## config.mk

```make
export PLATFORM = sky130hd
export DESIGN_NAME = dwodt_top
export DESIGN_NICKNAME = d
export VERILOG_FILES = /design/src/include/dwodt_pkg.sv /design/src/dwodt_latency_lut.sv /design/src/dwodt_window_timer.sv /design/src/dwodt_top.sv
export VERILOG_INCLUDE_DIRS = /design/src /design/src/include
export SDC_FILE = /design/constraint.sdc
export NUM_CORES = 1
export LEC_CHECK = 0
export ABC_AREA = 0
export BUFFER_PORTS_ARGS = -buffer_cell sky130_fd_sc_hd__buf_2
export CAP_MARGIN = 20
export CORE_MARGIN = 4
export CORE_UTILIZATION = 30
export DETAILED_ROUTE_END_ITERATION = 10
export HOLD_SLACK_MARGIN = 0.08
export PLACE_DENSITY = 0.6
export REMOVE_ABC_BUFFERS = 1
export SLEW_MARGIN = 40
export SYNTH_ARGS = -nofsm -noshare
export SYNTH_HDL_FRONTEND = slang
export SYNTH_HIERARCHICAL = 1
export SYNTH_SLANG_ARGS = --single-unit
```

## constraint.sdc

```tcl
create_clock -name clk_sys -period 2.64 [get_ports clk_sys]
set_clock_uncertainty 0.1 [all_clocks]
set_input_delay 0.264 -clock clk_sys [delete_from_list [all_inputs] [get_ports clk_sys]]
set_output_delay 0.264 -clock clk_sys [all_outputs]
set_load 0.03 [all_outputs]
```

## src/include/dwodt_consts.svh

```systemverilog
// Purpose: Constants for the write termination controller
// Assumes: Included by bare name, after the package
// Notes:   Latencies are counted in device clock cycles
`ifndef DWODT_CONSTS_SVH
`define DWODT_CONSTS_SVH

// ****************************************
// Register offsets and bus answers
// ****************************************
`define DWODT_CFG_OFFSET     8'h00
`define DWODT_CTRL_OFFSET    8'h04
`define DWODT_STAT_OFFSET    8'h08
`define DWODT_LAT_OFFSET     8'h0c
`define DWODT_RESP_OKAY      2'h0
`define DWODT_RESP_DECERR    2'h3

// ****************************************
// Fields and reset values
// ****************************************
`define DWODT_CFG_RST        7'h00
`define DWODT_CTRL_RST       7'h00
`define DWODT_STAT_FAULT_BIT 16
`define DWODT_STAT_OHM_LSB   8

// ****************************************
// Latencies, set A then set B, by band
// ****************************************
`define DWODT_ONA_3          6'h04
`define DWODT_ONA_4          6'h04
`define DWODT_ONA_5          6'h06
`define DWODT_ONA_6          6'h06
`define DWODT_ONA_7          6'h08
`define DWODT_ONB_2          6'h06
`define DWODT_ONB_3          6'h0c
`define DWODT_ONB_4          6'h0e
`define DWODT_ONB_5          6'h12
`define DWODT_ONB_6          6'h14
`define DWODT_ONB_7          6'h18
`define DWODT_OFFA_3         6'h14
`define DWODT_OFFA_4         6'h16
`define DWODT_OFFA_5         6'h18
`define DWODT_OFFA_6         6'h1a
`define DWODT_OFFA_7         6'h1c
`define DWODT_OFFB_2         6'h16
`define DWODT_OFFB_3         6'h1c
`define DWODT_OFFB_4         6'h20
`define DWODT_OFFB_5         6'h24
`define DWODT_OFFB_6         6'h28
`define DWODT_OFFB_7         6'h2c
`define DWODT_BL32_EXTRA     6'h08

`endif

```

## src/include/dwodt_pkg.sv

```systemverilog
// Purpose: Types for the write termination controller
// Assumes: Nothing
// Notes:   Control struct order fixes the register bit positions
package dwodt_pkg;

  typedef logic [2:0] dwodt_band_type;
  typedef logic [5:0] dwodt_lat_type;

  // Bits [6:4] command bus select, [3] enable, [2:0] data resistance select
  typedef struct packed {
    logic [2:0] ca_sel;
    logic       enable;
    logic [2:0] rtt_sel;
  } dwodt_cfg_type;

  // Bits [6] low power, [5] write leveling, [4] 32-beat, [3] set B, [2:0] band
  typedef struct packed {
    logic           low_power;
    logic           write_level;
    logic           burst32;
    logic           set_b;
    dwodt_band_type band;
  } dwodt_ctrl_type;

  typedef struct packed {
    logic          valid;
    dwodt_lat_type on_lat;
    dwodt_lat_type off_lat;
  } dwodt_lat_pair_type;

  typedef enum logic {tmr_idle, tmr_run} dwodt_tmr_state_type;

endpackage : dwodt_pkg

```

## src/dwodt_latency_lut.sv

```systemverilog
// Purpose: Band and latency set to on and off latency lookup
// Assumes: Band 0 is 10-266 MHz, each step up one band
// Notes:   Purely combinational
`timescale 1ns/1ps
`default_nettype none
`include "dwodt_consts.svh"
module dwodt_latency_lut
(
  input  wire logic                      set_b,
  input  wire logic                      burst32,
  input  wire dwodt_pkg::dwodt_band_type band,
  output dwodt_pkg::dwodt_lat_pair_type  lat
);

  dwodt_pkg::dwodt_lat_type on_lat;
  dwodt_pkg::dwodt_lat_type off_base;
  logic                     valid;

  // Bands with no defined latency leave valid low
  always_comb
  begin
    {valid, on_lat, off_base} = {1'b0, 6'h00, 6'h00};
    if (set_b)
    begin
      case (band)
        3'h2: {valid, on_lat, off_base} = {1'b1, `DWODT_ONB_2, `DWODT_OFFB_2};
        3'h3: {valid, on_lat, off_base} = {1'b1, `DWODT_ONB_3, `DWODT_OFFB_3};
        3'h4: {valid, on_lat, off_base} = {1'b1, `DWODT_ONB_4, `DWODT_OFFB_4};
        3'h5: {valid, on_lat, off_base} = {1'b1, `DWODT_ONB_5, `DWODT_OFFB_5};
        3'h6: {valid, on_lat, off_base} = {1'b1, `DWODT_ONB_6, `DWODT_OFFB_6};
        3'h7: {valid, on_lat, off_base} = {1'b1, `DWODT_ONB_7, `DWODT_OFFB_7};
        default: {valid, on_lat, off_base} = {1'b0, 6'h00, 6'h00};
      endcase
    end
    else
    begin
      case (band)
        3'h3: {valid, on_lat, off_base} = {1'b1, `DWODT_ONA_3, `DWODT_OFFA_3};
        3'h4: {valid, on_lat, off_base} = {1'b1, `DWODT_ONA_4, `DWODT_OFFA_4};
        3'h5: {valid, on_lat, off_base} = {1'b1, `DWODT_ONA_5, `DWODT_OFFA_5};
        3'h6: {valid, on_lat, off_base} = {1'b1, `DWODT_ONA_6, `DWODT_OFFA_6};
        3'h7: {valid, on_lat, off_base} = {1'b1, `DWODT_ONA_7, `DWODT_OFFA_7};
        default: {valid, on_lat, off_base} = {1'b0, 6'h00, 6'h00};
      endcase
    end
  end

  assign lat.valid   = valid;
  assign lat.on_lat  = on_lat;
  assign lat.off_lat = burst32 ? 6'(off_base + `DWODT_BL32_EXTRA) : off_base;

endmodule : dwodt_latency_lut
`default_nettype wire

```

## src/dwodt_window_timer.sv

```systemverilog
// Purpose: Counts one termination window from the second column command
// Assumes: off_lat above on_lat, both at least one
// Notes:   A new start restarts the count and keeps a window already open
`timescale 1ns/1ps
`default_nettype none
module dwodt_window_timer
(
  input  wire logic                     clk_sys,
  input  wire logic                     rst_b,
  input  wire logic                     start,
  input  wire dwodt_pkg::dwodt_lat_type on_lat,
  input  wire dwodt_pkg::dwodt_lat_type off_lat,
  output logic                          win_next,
  output logic                          busy
);

  dwodt_pkg::dwodt_tmr_state_type state_reg;
  dwodt_pkg::dwodt_tmr_state_type state_next;
  dwodt_pkg::dwodt_lat_type       cnt_reg;
  dwodt_pkg::dwodt_lat_type       cnt_next;
  dwodt_pkg::dwodt_lat_type       on_reg;
  dwodt_pkg::dwodt_lat_type       off_reg;
  logic                           win_reg;

  always_comb
  begin
    state_next = state_reg;
    cnt_next   = cnt_reg;
    win_next   = win_reg;
    case (state_reg)
      dwodt_pkg::tmr_idle:
        win_next = 1'b0;
      dwodt_pkg::tmr_run:
      begin
        cnt_next = cnt_reg + 6'h01;
        if (cnt_reg == on_reg)
          win_next = 1'b1;
        if (cnt_reg == off_reg)
        begin
          win_next   = 1'b0;
          state_next = dwodt_pkg::tmr_idle;
        end
      end
      default:
        state_next = dwodt_pkg::tmr_idle;
    endcase
    if (start)
    begin
      state_next = dwodt_pkg::tmr_run;
      cnt_next   = 6'h01;
      win_next   = win_reg;
    end
  end

  always_ff @(posedge clk_sys)
  begin
    if (!rst_b)
    begin
      state_reg <= dwodt_pkg::tmr_idle;
      cnt_reg   <= 6'h00;
      on_reg    <= 6'h00;
      off_reg   <= 6'h00;
      win_reg   <= 1'b0;
    end
    else
    begin
      state_reg <= state_next;
      cnt_reg   <= cnt_next;
      on_reg    <= start ? on_lat : on_reg;
      off_reg   <= start ? off_lat : off_reg;
      win_reg   <= win_next;
    end
  end

  assign busy = (state_reg == dwodt_pkg::tmr_run);

endmodule : dwodt_window_timer
`default_nettype wire

```

## src/dwodt_top.sv

```systemverilog
// Purpose: Data-path termination control around write bursts, AXI4-Lite regs
// Assumes: clk_sys is the device clock; command strobes are one cycle wide
// Notes:   Termination enables are registered; latencies in clock cycles
//
// The register offsets and the AXI4-Lite slave port were chosen for this implementation.
`timescale 1ns/1ps
`default_nettype none
`include "dwodt_consts.svh"
module dwodt_top
#(
  parameter int DQ_W   = 16,
  parameter int ADDR_W = 8
)
(
  input  wire logic              clk_sys,
  input  wire logic              rst_b,
  input  wire logic [ADDR_W-1:0] s_axi_awaddr,
  input  wire logic [2:0]        s_axi_awprot,
  input  wire logic              s_axi_awvalid,
  output logic                   s_axi_awready,
  input  wire logic [31:0]       s_axi_wdata,
  input  wire logic [3:0]        s_axi_wstrb,
  input  wire logic              s_axi_wvalid,
  output logic                   s_axi_wready,
  output logic [1:0]             s_axi_bresp,
  output logic                   s_axi_bvalid,
  input  wire logic              s_axi_bready,
  input  wire logic [ADDR_W-1:0] s_axi_araddr,
  input  wire logic [2:0]        s_axi_arprot,
  input  wire logic              s_axi_arvalid,
  output logic                   s_axi_arready,
  output logic [31:0]            s_axi_rdata,
  output logic [1:0]             s_axi_rresp,
  output logic                   s_axi_rvalid,
  input  wire logic              s_axi_rready,
  input  wire logic              wr_cmd_first,
  input  wire logic              col_cmd_second,
  output logic [DQ_W-1:0]        dq_term_en,
  output logic                   dmi_term_en,
  output logic                   dqs_t_term_en,
  output logic                   dqs_c_term_en,
  output logic [2:0]             termination_resistance_sel
);

  // ****************************************
  // Declarations
  // ****************************************
  dwodt_pkg::dwodt_cfg_type      cfg_reg;
  dwodt_pkg::dwodt_cfg_type      cfg_next;
  dwodt_pkg::dwodt_ctrl_type     ctrl_reg;
  dwodt_pkg::dwodt_ctrl_type     ctrl_next;
  dwodt_pkg::dwodt_lat_pair_type lat;
  logic                          aw_full_reg;
  logic [ADDR_W-1:0]             awaddr_reg;
  logic                          w_full_reg;
  logic [31:0]                   wdata_reg;
  logic [3:0]                    wstrb_reg;
  logic                          bvalid_reg;
  logic [1:0]                    bresp_reg;
  logic                          rvalid_reg;
  logic [31:0]                   rdata_reg;
  logic [1:0]                    rresp_reg;
  logic                          aw_take;
  logic                          w_take;
  logic                          ar_take;
  logic                          wr_fire;
  logic [ADDR_W-1:0]             wr_addr;
  logic [ADDR_W-1:0]             wr_word;
  logic [ADDR_W-1:0]             rd_word;
  logic [31:0]                   wr_data;
  logic [3:0]                    wr_strb;
  logic                          wr_cfg;
  logic                          wr_ctrl;
  logic                          wr_stat;
  logic                          wr_hit;
  logic                          rd_hit;
  logic [31:0]                   rd_mux;
  logic [31:0]                   stat_word;
  logic [31:0]                   lat_word;
  logic [7:0]                    ohms;
  logic                          pending_reg;
  logic                          gate_norm;
  logic                          gate_strobe;
  logic                          start;
  logic                          win_next;
  logic                          busy;
  logic                          dq_on_reg;
  logic                          dq_on_next;
  logic                          dqs_on_reg;
  logic                          dqs_on_next;
  logic                          fault_reg;
  logic                          fault_set;
  logic                          fault_clr;

  // ****************************************
  // AXI4-Lite write channel
  // ****************************************
  // Address and data are held separately so either may arrive first
  assign s_axi_awready = !aw_full_reg && !bvalid_reg;
  assign s_axi_wready  = !w_full_reg && !bvalid_reg;
  assign aw_take       = s_axi_awvalid && s_axi_awready;
  assign w_take        = s_axi_wvalid && s_axi_wready;
  assign wr_fire       = (aw_full_reg || aw_take) && (w_full_reg || w_take) && !bvalid_reg;
  assign wr_addr       = aw_full_reg ? awaddr_reg : s_axi_awaddr;
  assign wr_data       = w_full_reg ? wdata_reg : s_axi_wdata;
  assign wr_strb       = w_full_reg ? wstrb_reg : s_axi_wstrb;
  assign wr_word       = {wr_addr[ADDR_W-1:2], 2'b00};
  assign wr_cfg        = wr_fire && (wr_word == ADDR_W'(`DWODT_CFG_OFFSET));
  assign wr_ctrl       = wr_fire && (wr_word == ADDR_W'(`DWODT_CTRL_OFFSET));
  assign wr_stat       = wr_fire && (wr_word == ADDR_W'(`DWODT_STAT_OFFSET));
  assign wr_hit        = wr_cfg || wr_ctrl || wr_stat
                         || (wr_word == ADDR_W'(`DWODT_LAT_OFFSET));

  // Only the low byte lane carries the config and control fields
  assign cfg_next  = (wr_cfg && wr_strb[0]) ? wr_data[6:0] : cfg_reg;
  assign ctrl_next = (wr_ctrl && wr_strb[0]) ? wr_data[6:0] : ctrl_reg;

  always_ff @(posedge clk_sys)
  begin
    if (!rst_b)
    begin
      aw_full_reg <= 1'b0;
      w_full_reg  <= 1'b0;
      bvalid_reg  <= 1'b0;
      bresp_reg   <= `DWODT_RESP_OKAY;
      awaddr_reg  <= '0;
      wdata_reg   <= 32'h0000_0000;
      wstrb_reg   <= 4'h0;
      cfg_reg     <= `DWODT_CFG_RST;
      ctrl_reg    <= `DWODT_CTRL_RST;
    end
    else
    begin
      aw_full_reg <= (aw_full_reg || aw_take) && !wr_fire;
      w_full_reg  <= (w_full_reg || w_take) && !wr_fire;
      bvalid_reg  <= wr_fire || (bvalid_reg && !s_axi_bready);
      bresp_reg   <= wr_fire ? (wr_hit ? `DWODT_RESP_OKAY : `DWODT_RESP_DECERR) : bresp_reg;
      awaddr_reg  <= aw_take ? s_axi_awaddr : awaddr_reg;
      wdata_reg   <= w_take ? s_axi_wdata : wdata_reg;
      wstrb_reg   <= w_take ? s_axi_wstrb : wstrb_reg;
      cfg_reg     <= cfg_next;
      ctrl_reg    <= ctrl_next;
    end
  end

  assign s_axi_bvalid = bvalid_reg;
  assign s_axi_bresp  = bresp_reg;

  // ****************************************
  // AXI4-Lite read channel
  // ****************************************
  assign s_axi_arready = !rvalid_reg;
  assign ar_take       = s_axi_arvalid && s_axi_arready;
  assign rd_word       = {s_axi_araddr[ADDR_W-1:2], 2'b00};

  assign stat_word = {15'h0000, fault_reg, ohms, 4'h0, lat.valid, busy, dqs_on_reg, dq_on_reg};
  assign lat_word  = {18'h00000, lat.off_lat, 2'b00, lat.on_lat};

  assign rd_hit = (rd_word == ADDR_W'(`DWODT_CFG_OFFSET))
                  || (rd_word == ADDR_W'(`DWODT_CTRL_OFFSET))
                  || (rd_word == ADDR_W'(`DWODT_STAT_OFFSET))
                  || (rd_word == ADDR_W'(`DWODT_LAT_OFFSET));
  assign rd_mux = (rd_word == ADDR_W'(`DWODT_CFG_OFFSET))  ? {25'h0000000, cfg_reg}  :
                  (rd_word == ADDR_W'(`DWODT_CTRL_OFFSET)) ? {25'h0000000, ctrl_reg} :
                  (rd_word == ADDR_W'(`DWODT_STAT_OFFSET)) ? stat_word :
                  (rd_word == ADDR_W'(`DWODT_LAT_OFFSET))  ? lat_word  : 32'h0000_0000;

  always_ff @(posedge clk_sys)
  begin
    if (!rst_b)
    begin
      rvalid_reg <= 1'b0;
      rdata_reg  <= 32'h0000_0000;
      rresp_reg  <= `DWODT_RESP_OKAY;
    end
    else
    begin
      rvalid_reg <= ar_take || (rvalid_reg && !s_axi_rready);
      rdata_reg  <= ar_take ? rd_mux : rdata_reg;
      rresp_reg  <= ar_take ? (rd_hit ? `DWODT_RESP_OKAY : `DWODT_RESP_DECERR) : rresp_reg;
    end
  end

  assign s_axi_rvalid = rvalid_reg;
  assign s_axi_rdata  = rdata_reg;
  assign s_axi_rresp  = rresp_reg;

  // ****************************************
  // Latency lookup and window timing
  // ****************************************
  dwodt_latency_lut i_dwodt_latency_lut
  (
    .set_b   (ctrl_reg.set_b),
    .burst32 (ctrl_reg.burst32),
    .band    (ctrl_reg.band),
    .lat     (lat)
  );

  // Write-first arms the window; the following column command starts the count
  always_ff @(posedge clk_sys)
  begin
    if (!rst_b)
      pending_reg <= 1'b0;
    else
      pending_reg <= wr_cmd_first || (pending_reg && !col_cmd_second);
  end

  assign gate_norm   = cfg_reg.enable && !ctrl_reg.low_power && !ctrl_reg.write_level;
  assign gate_strobe = cfg_reg.enable && !ctrl_reg.low_power && ctrl_reg.write_level;
  assign start       = col_cmd_second && pending_reg && gate_norm && lat.valid;

  dwodt_window_timer i_dwodt_window_timer
  (
    .clk_sys  (clk_sys),
    .rst_b    (rst_b),
    .start    (start),
    .on_lat   (lat.on_lat),
    .off_lat  (lat.off_lat),
    .win_next (win_next),
    .busy     (busy)
  );

  // Window closes by itself after the burst; outside it pins stay high impedance, except the strobes in write leveling
  assign dq_on_next  = win_next && gate_norm;
  assign dqs_on_next = dq_on_next || gate_strobe;

  // Sticky note of a write seen in a band with no defined latency; set wins
  assign fault_set = col_cmd_second && pending_reg && gate_norm && !lat.valid;
  assign fault_clr = wr_stat && wr_strb[2] && wr_data[`DWODT_STAT_FAULT_BIT];

  always_ff @(posedge clk_sys)
  begin
    if (!rst_b)
    begin
      dq_on_reg  <= 1'b0;
      dqs_on_reg <= 1'b0;
      fault_reg  <= 1'b0;
    end
    else
    begin
      dq_on_reg  <= dq_on_next;
      dqs_on_reg <= dqs_on_next;
      fault_reg  <= fault_set || (fault_reg && !fault_clr);
    end
  end

  // ****************************************
  // Pin enables and resistance
  // ****************************************
  assign dq_term_en    = {DQ_W{dq_on_reg}};
  assign dmi_term_en   = dq_on_reg;
  assign dqs_t_term_en = dqs_on_reg;
  assign dqs_c_term_en = dqs_on_reg;

  assign termination_resistance_sel = cfg_reg.rtt_sel;
  assign ohms = (cfg_reg.rtt_sel == 3'h1) ? 8'hf0 :
                (cfg_reg.rtt_sel == 3'h2) ? 8'h78 :
                (cfg_reg.rtt_sel == 3'h3) ? 8'h50 :
                (cfg_reg.rtt_sel == 3'h4) ? 8'h3c :
                (cfg_reg.rtt_sel == 3'h5) ? 8'h30 :
                (cfg_reg.rtt_sel == 3'h6) ? 8'h28 : 8'h00;

  // ****************************************
  // Assertions
  // ****************************************
  // Helper: cycles since the last window start and the latencies it used
  logic [6:0]               since_reg;
  dwodt_pkg::dwodt_lat_type seen_on_reg;
  dwodt_pkg::dwodt_lat_type seen_off_reg;

  always_ff @(posedge clk_sys)
  begin
    if (!rst_b)
    begin
      since_reg    <= 7'h7f;
      seen_on_reg  <= 6'h00;
      seen_off_reg <= 6'h00;
    end
    else
    begin
      since_reg    <= start ? 7'h01 : ((since_reg == 7'h7f) ? since_reg : since_reg + 7'h01);
      seen_on_reg  <= start ? lat.on_lat : seen_on_reg;
      seen_off_reg <= start ? lat.off_lat : seen_off_reg;
    end
  end
endmodule : dwodt_top
`default_nettype wire

```

Word level (Yosys, flattened, before mapping)
Cells that the tools add are included.
Widths: inputs -> output; s select.
{"block": "word_totals", "ff_bits": 106, "latchBits": 0, "ramBits": 0, "rom_bits": 0, "input_bits": 67, "output_inout_bits": 63, "elab_cells": 147, "mem_count": 0}
{"block": "classes", "add_sub_neg": 2, "mul": 0, "n_div": 0, "order_cmp": 0, "n_eq_ne": 20, "shift": 0, "muxes": 34, "bitwise_logic": 2, "reduce_logical": 61}
{"op": "$mux 17", "count": 4}
{"op": "$mux 6", "count": 6}
{"op": "$pmux 6 s6", "count": 1}
{"op": "$pmux 5 s6", "count": 1}
{"op": "$logic_and 1x1->1", "count": 28}
{"op": "$pmux 5 s5", "count": 1}
{"op": "$eq 6x2->1 const B", "count": 4}
{"op": "$eq 3x3->1 const B", "count": 7}
{"op": "$logic_not 8->1", "count": 2}
{"op": "$mux 8", "count": 2}
{"op": "$mux 14", "count": 1}
{"op": "$mux 7", "count": 2}
{"op": "$logic_or 1x1->1", "count": 13}
{"op": "$eq 3x2->1 const B", "count": 4}
{"op": "$eq 6x1->1 const B", "count": 2}
{"op": "$eq 6x6->1", "count": 2}
{"op": "$logic_not 1->1", "count": 12}
{"op": "$pmux 4 s3", "count": 1}
{"op": "$mux 1", "count": 11}
{"op": "$add 6x1->6 const B", "count": 1}
{"op": "$add 6x4->6 const B", "count": 1}
{"op": "$reduce_or 2->1", "count": 3}
{"op": "$reduce_or 6->1", "count": 1}
{"op": "$reduce_or 5->1", "count": 1}
{"op": "6 further kinds", "count": 8}

Longest topological paths before layout
{"block": "logic_depth", "word_depth": 12, "depth_mapped": 11, "mapped_depth_nobuf": 9}

Modules after synthesis
Netlist, hierarchy kept.
{"mod": "dwodt_top", "instances": 1, "cells_per_inst": 319, "area_per_inst_um2": 2901.5, "seq_area_each_um2": 1121.1}
{"mod": "dwodt_window_timer", "instances": 1, "cells_per_inst": 89, "area_per_inst_um2": 923.4, "seq_area_each_um2": 400.4}
{"mod": "dwodt_latency_lut", "instances": 1, "cells_per_inst": 49, "area_per_inst_um2": 334.1, "seq_area_each_um2": 0.0}

Worst setup path before layout
No wires, ideal clock.
{"block": "synth_path", "kind": "register to register", "startpoint": "register ctrl_reg[3] (netlist name)", "endpoint": "register dq_on_reg (netlist: dmi_term_en)", "setup_time_ns": 0.119, "arrival_time_ns": 1.907, "slack_ns": 0.514, "stages_incl_launch_ff": 11, "n_path_buf": 2, "path_cell_list": "dfxtp_1 -> or2_4 -> a21oi_4 -> inv_1 -> buf_4 -> and2_1 -> buf_4 -> or3_1 -> o22ai_2 -> nor2_1 -> nor3b_1"}
{"block": "synth_between", "elab_chain_cells": 4}
{"element": "start: declaration", "line_no": "dwodt_top.sv:50", "rtl": "dwodt_pkg::dwodt_ctrl_type ctrl_reg;"}
{"element": "start signal: assignment", "line_no": "dwodt_top.sv:130", "rtl": "ctrl_reg <= `DWODT_CTRL_RST;"}
{"element": "start signal: assignment", "line_no": "dwodt_top.sv:142", "rtl": "ctrl_reg <= ctrl_next;"}
{"element": "$mux 1", "line_no": "dwodt_latency_lut.sv:23", "rtl": "if (set_b)"}
{"element": "via i_dwodt_latency_lut.valid", "line_no": "dwodt_latency_lut.sv:17", "rtl": "logic valid;"}
{"element": "$logic_and 1x1->1", "line_no": "dwodt_top.sv:210", "rtl": "assign start = col_cmd_second && pending_reg && gate_norm && lat.valid;"}
{"element": "via start", "line_no": "dwodt_top.sv:84", "rtl": "logic start;"}
{"element": "$mux 1", "line_no": "dwodt_window_timer.sv:47", "rtl": "if (start)"}
{"element": "via win_next", "line_no": "dwodt_top.sv:85", "rtl": "logic win_next;"}
{"element": "$logic_and 1x1->1", "line_no": "dwodt_top.sv:224", "rtl": "assign dq_on_next = win_next && gate_norm;"}
{"element": "end signal: assignment", "line_no": "dwodt_top.sv:241", "rtl": "dq_on_reg <= dq_on_next;"}
{"element": "end: declaration", "line_no": "dwodt_top.sv:87", "rtl": "logic dq_on_reg;"}
The timed path passes the listed nets, and every way through them passes these cells.
A chain may end at the register's enable or synchronous reset.

==> impl_metrics.yaml <==
outcome:
  status: "completed"
sta:
  hold_violations: 0
  tns_ps: 0
  setup_viol: 0
  fmax_mhz: 471.5
  fin_crit_ps: 2121
  worstMarginPinSlew_ps: 647.2
  rsz0062_at_grt: "no"
  whs_ps: 100.3
  slew_headroom: 0.5669
  slew_viol_final: 0
  min_period_over_period: 0.8034
  fin_ws_ps: 519.1
placed_design:
  pre_cts_ws_ps: 524.8
  place_congestion: 0.8140
  dpl.hpwl_um: 6816
  io_buffers: 77
  post_dp_cell_area_um2: 4395
  dp.cells: 662
setup_path:
  worstPathMaxFanout: 6
  ff2ff_setup_slack_ps: 520
  worstSetupEndpointType: "register"
  cp_data_arrival_time_ps: 2240
  start_kind: "register"
  cp.required_ps: 2760
  critPathKind: "register to register"
logic_synthesis:
  synthCells: 457
  netlist_area_um2: 4159
  synth_flop_cell: "dfxtp_1"
  synth_edf_count: 0
  synth-seq-area-share: 0.3658
  synthArstFlopShare: 0
  synth_area_per_cell_um2: 9.101
  yosys_register_bits: 76
  yosys_warnings: 6
  ys_types: 56
floorplan:
  rows: 42
  dieArea_um2: 15810
  core_um2: 13400
  start_util: 0.3104
  num_io_pins: 130
  dieWidth_um: 125.7
  die_h_um: 125.7
finish:
  fin_area_um2: 4733
  ff_latch_area_um2: 1521
  area_delta_synth_final_pct: 13.81
  largest_register_ffs: 16
  layoutNonFillerInstCount: 680
  multi_input_area_um2: 2205
  layout-drive-gt1-share: 0.2341
  fin_nets: 568
  diodes: 0
  final_util: 0.3532
  n_fill_cell: 1395
clock_network:
  cts-htree-levels: 3
  clk_path_buf_depth: 2
  post_cts_buffers: 0
  cts_made_buffers: 9
  cts_root_buf: "clkbuf_16"
  clkLatencyLatePin_ps: 330
  cts.sinks: 76
  cts_tree: "done"
  clkTransAtPathRegs_ps: 60
global_routing:
  antenna_found_initial: 0
  overflow: 0
  grt_usage: 0.1109
  grt_pass1_wl_um: 14460
  grt_start_max_net_pins: 36
  grt_pass1_vias: 2892
routing:
  dr.pass1.iters: 4
  wire_per_inst_um: 13.13
  drt_wl_total_um: 8930
  vias_per_cell: 4.509
  vias: 3066
  drc_errors: 0
  first_iter_violations: 110
  ant_nets: 0
flow_run:
  cap_violations: 0
power:
  p_leak_nw: 2.082
  powerDensity_nw_per_um2: 591.5
  power.total_mw: 2.800
  ir_worst_vdd_mv: 0.3361
hold_path:
  hold_class: "primary input to register"
path summary, 6_finish.rpt:
path	cells after the start	from	endpoint
worst max-delay path	8	ctrl_reg[0]	dmi_term_en
worst min-delay path	3	s_axi_rready	s_axi_rvalid
worst max register to register	8	ctrl_reg[0]	dmi_term_en
worst min register to register	2	s_axi_rdata[0]	s_axi_rdata[0]
worst max-delay path, cell delays in order, from the launching register on:
cell,delay [ps]
dfxtp_1,310
or2_4,260
a21oi_4,190
inv_1,90
and2_1,220
or3_1,410
o22ai_2,190
nor2_1,100
nor3b_1,150
report_power, final:
part | internal [mW] | total (mW) | switching (mW)
Combinational | 0.109 | 0.282 | 0.173
Clock | 0.848 | 1.31 | 0.466
Sequential | 1.18 | 1.20 | 0.0260
kinds of logic (layout without fill, tap and decap cells):
| logic type | count (synthesis) | count (layout) | synth area share |
|---|---|---|---|
| compound gates | 62 | 62 | 0.1107 |
| xor+xnor | 17 | 17 | 0.03580 |
| fa+ha+maj | 2 | 2 | 0.006016 |
| buf+inv | 76 | 106 | 0.1194 |
| flops | 76 | 76 | 0.3658 |
| mux | 63 | 63 | 0.1552 |
| other cells | 2 | 19 | 0.001806 |
| simple gates | 159 | 159 | 0.2052 |
cell usage after synthesis (8+ instances only):
cell type,n,area [um2]
and2_1,9,56.30
buf_4,44,330.3
clkbuf_1,14,52.55
dfxtp_1,76,1521
mux2_2,8,90.09
mux2i_1,54,540.5
nand2_1,46,172.7
nand3_1,10,50.05
nor2_1,21,78.83
nor2b_1,41,256.5
o21ai_0,8,40.04
xor2_1,10,87.58
placed cells by master (no fill, tap or decap), types with 5 or more instances in the layout:
cell type / count
o21a_1: 5
dfxtp_1: 76
and2_1: 9
nand2_1: 46
conb_1: 19
xnor2_1: 7
xor2_1: 10
nand4_1: 7
o21ai_0: 8
buf_2: 77
a21oi_1: 7
buf_4: 6
nor2b_1: 41
nor2_1: 21
clkbuf_16: 9
inv_1: 5
mux2i_1: 54
a21boi_0: 7
nand3_1: 10
o21ai_1: 5
mux2_2: 8
layer usage:
| layer | vias to the layer above | part of all wire | global-route usage |
|---|---|---|---|
| met5 | - | 0 | 0 |
| li1 | 1580 | - | - |
| met3 | 6 | 0.049 | 0.03175 |
| met1 | 1418 | 0.45 | 0.1383 |
| met4 | 0 | 0.0062 | 0.02839 |
| met2 | 62 | 0.49 | 0.1891 |
timing repair:
action | in CTS | in global routing
endpoints found under the hold margin | 2 | 0
gates resized for setup | 0 | 0
hold buffers | 2 | 0
layout make-up:
cell class | instances | share of cell area
flip-flops and latches | 76 | 0.3214
multi-input cells | 322 | 0.4658
well taps | 176 | 0.04652
clock buffers | 11 | 0.05128
inverters | 5 | 0.003965
clock inverters | 5 | 0.01586
repair buffers | 85 | 0.09516
(Power assumes the default switching activity.)
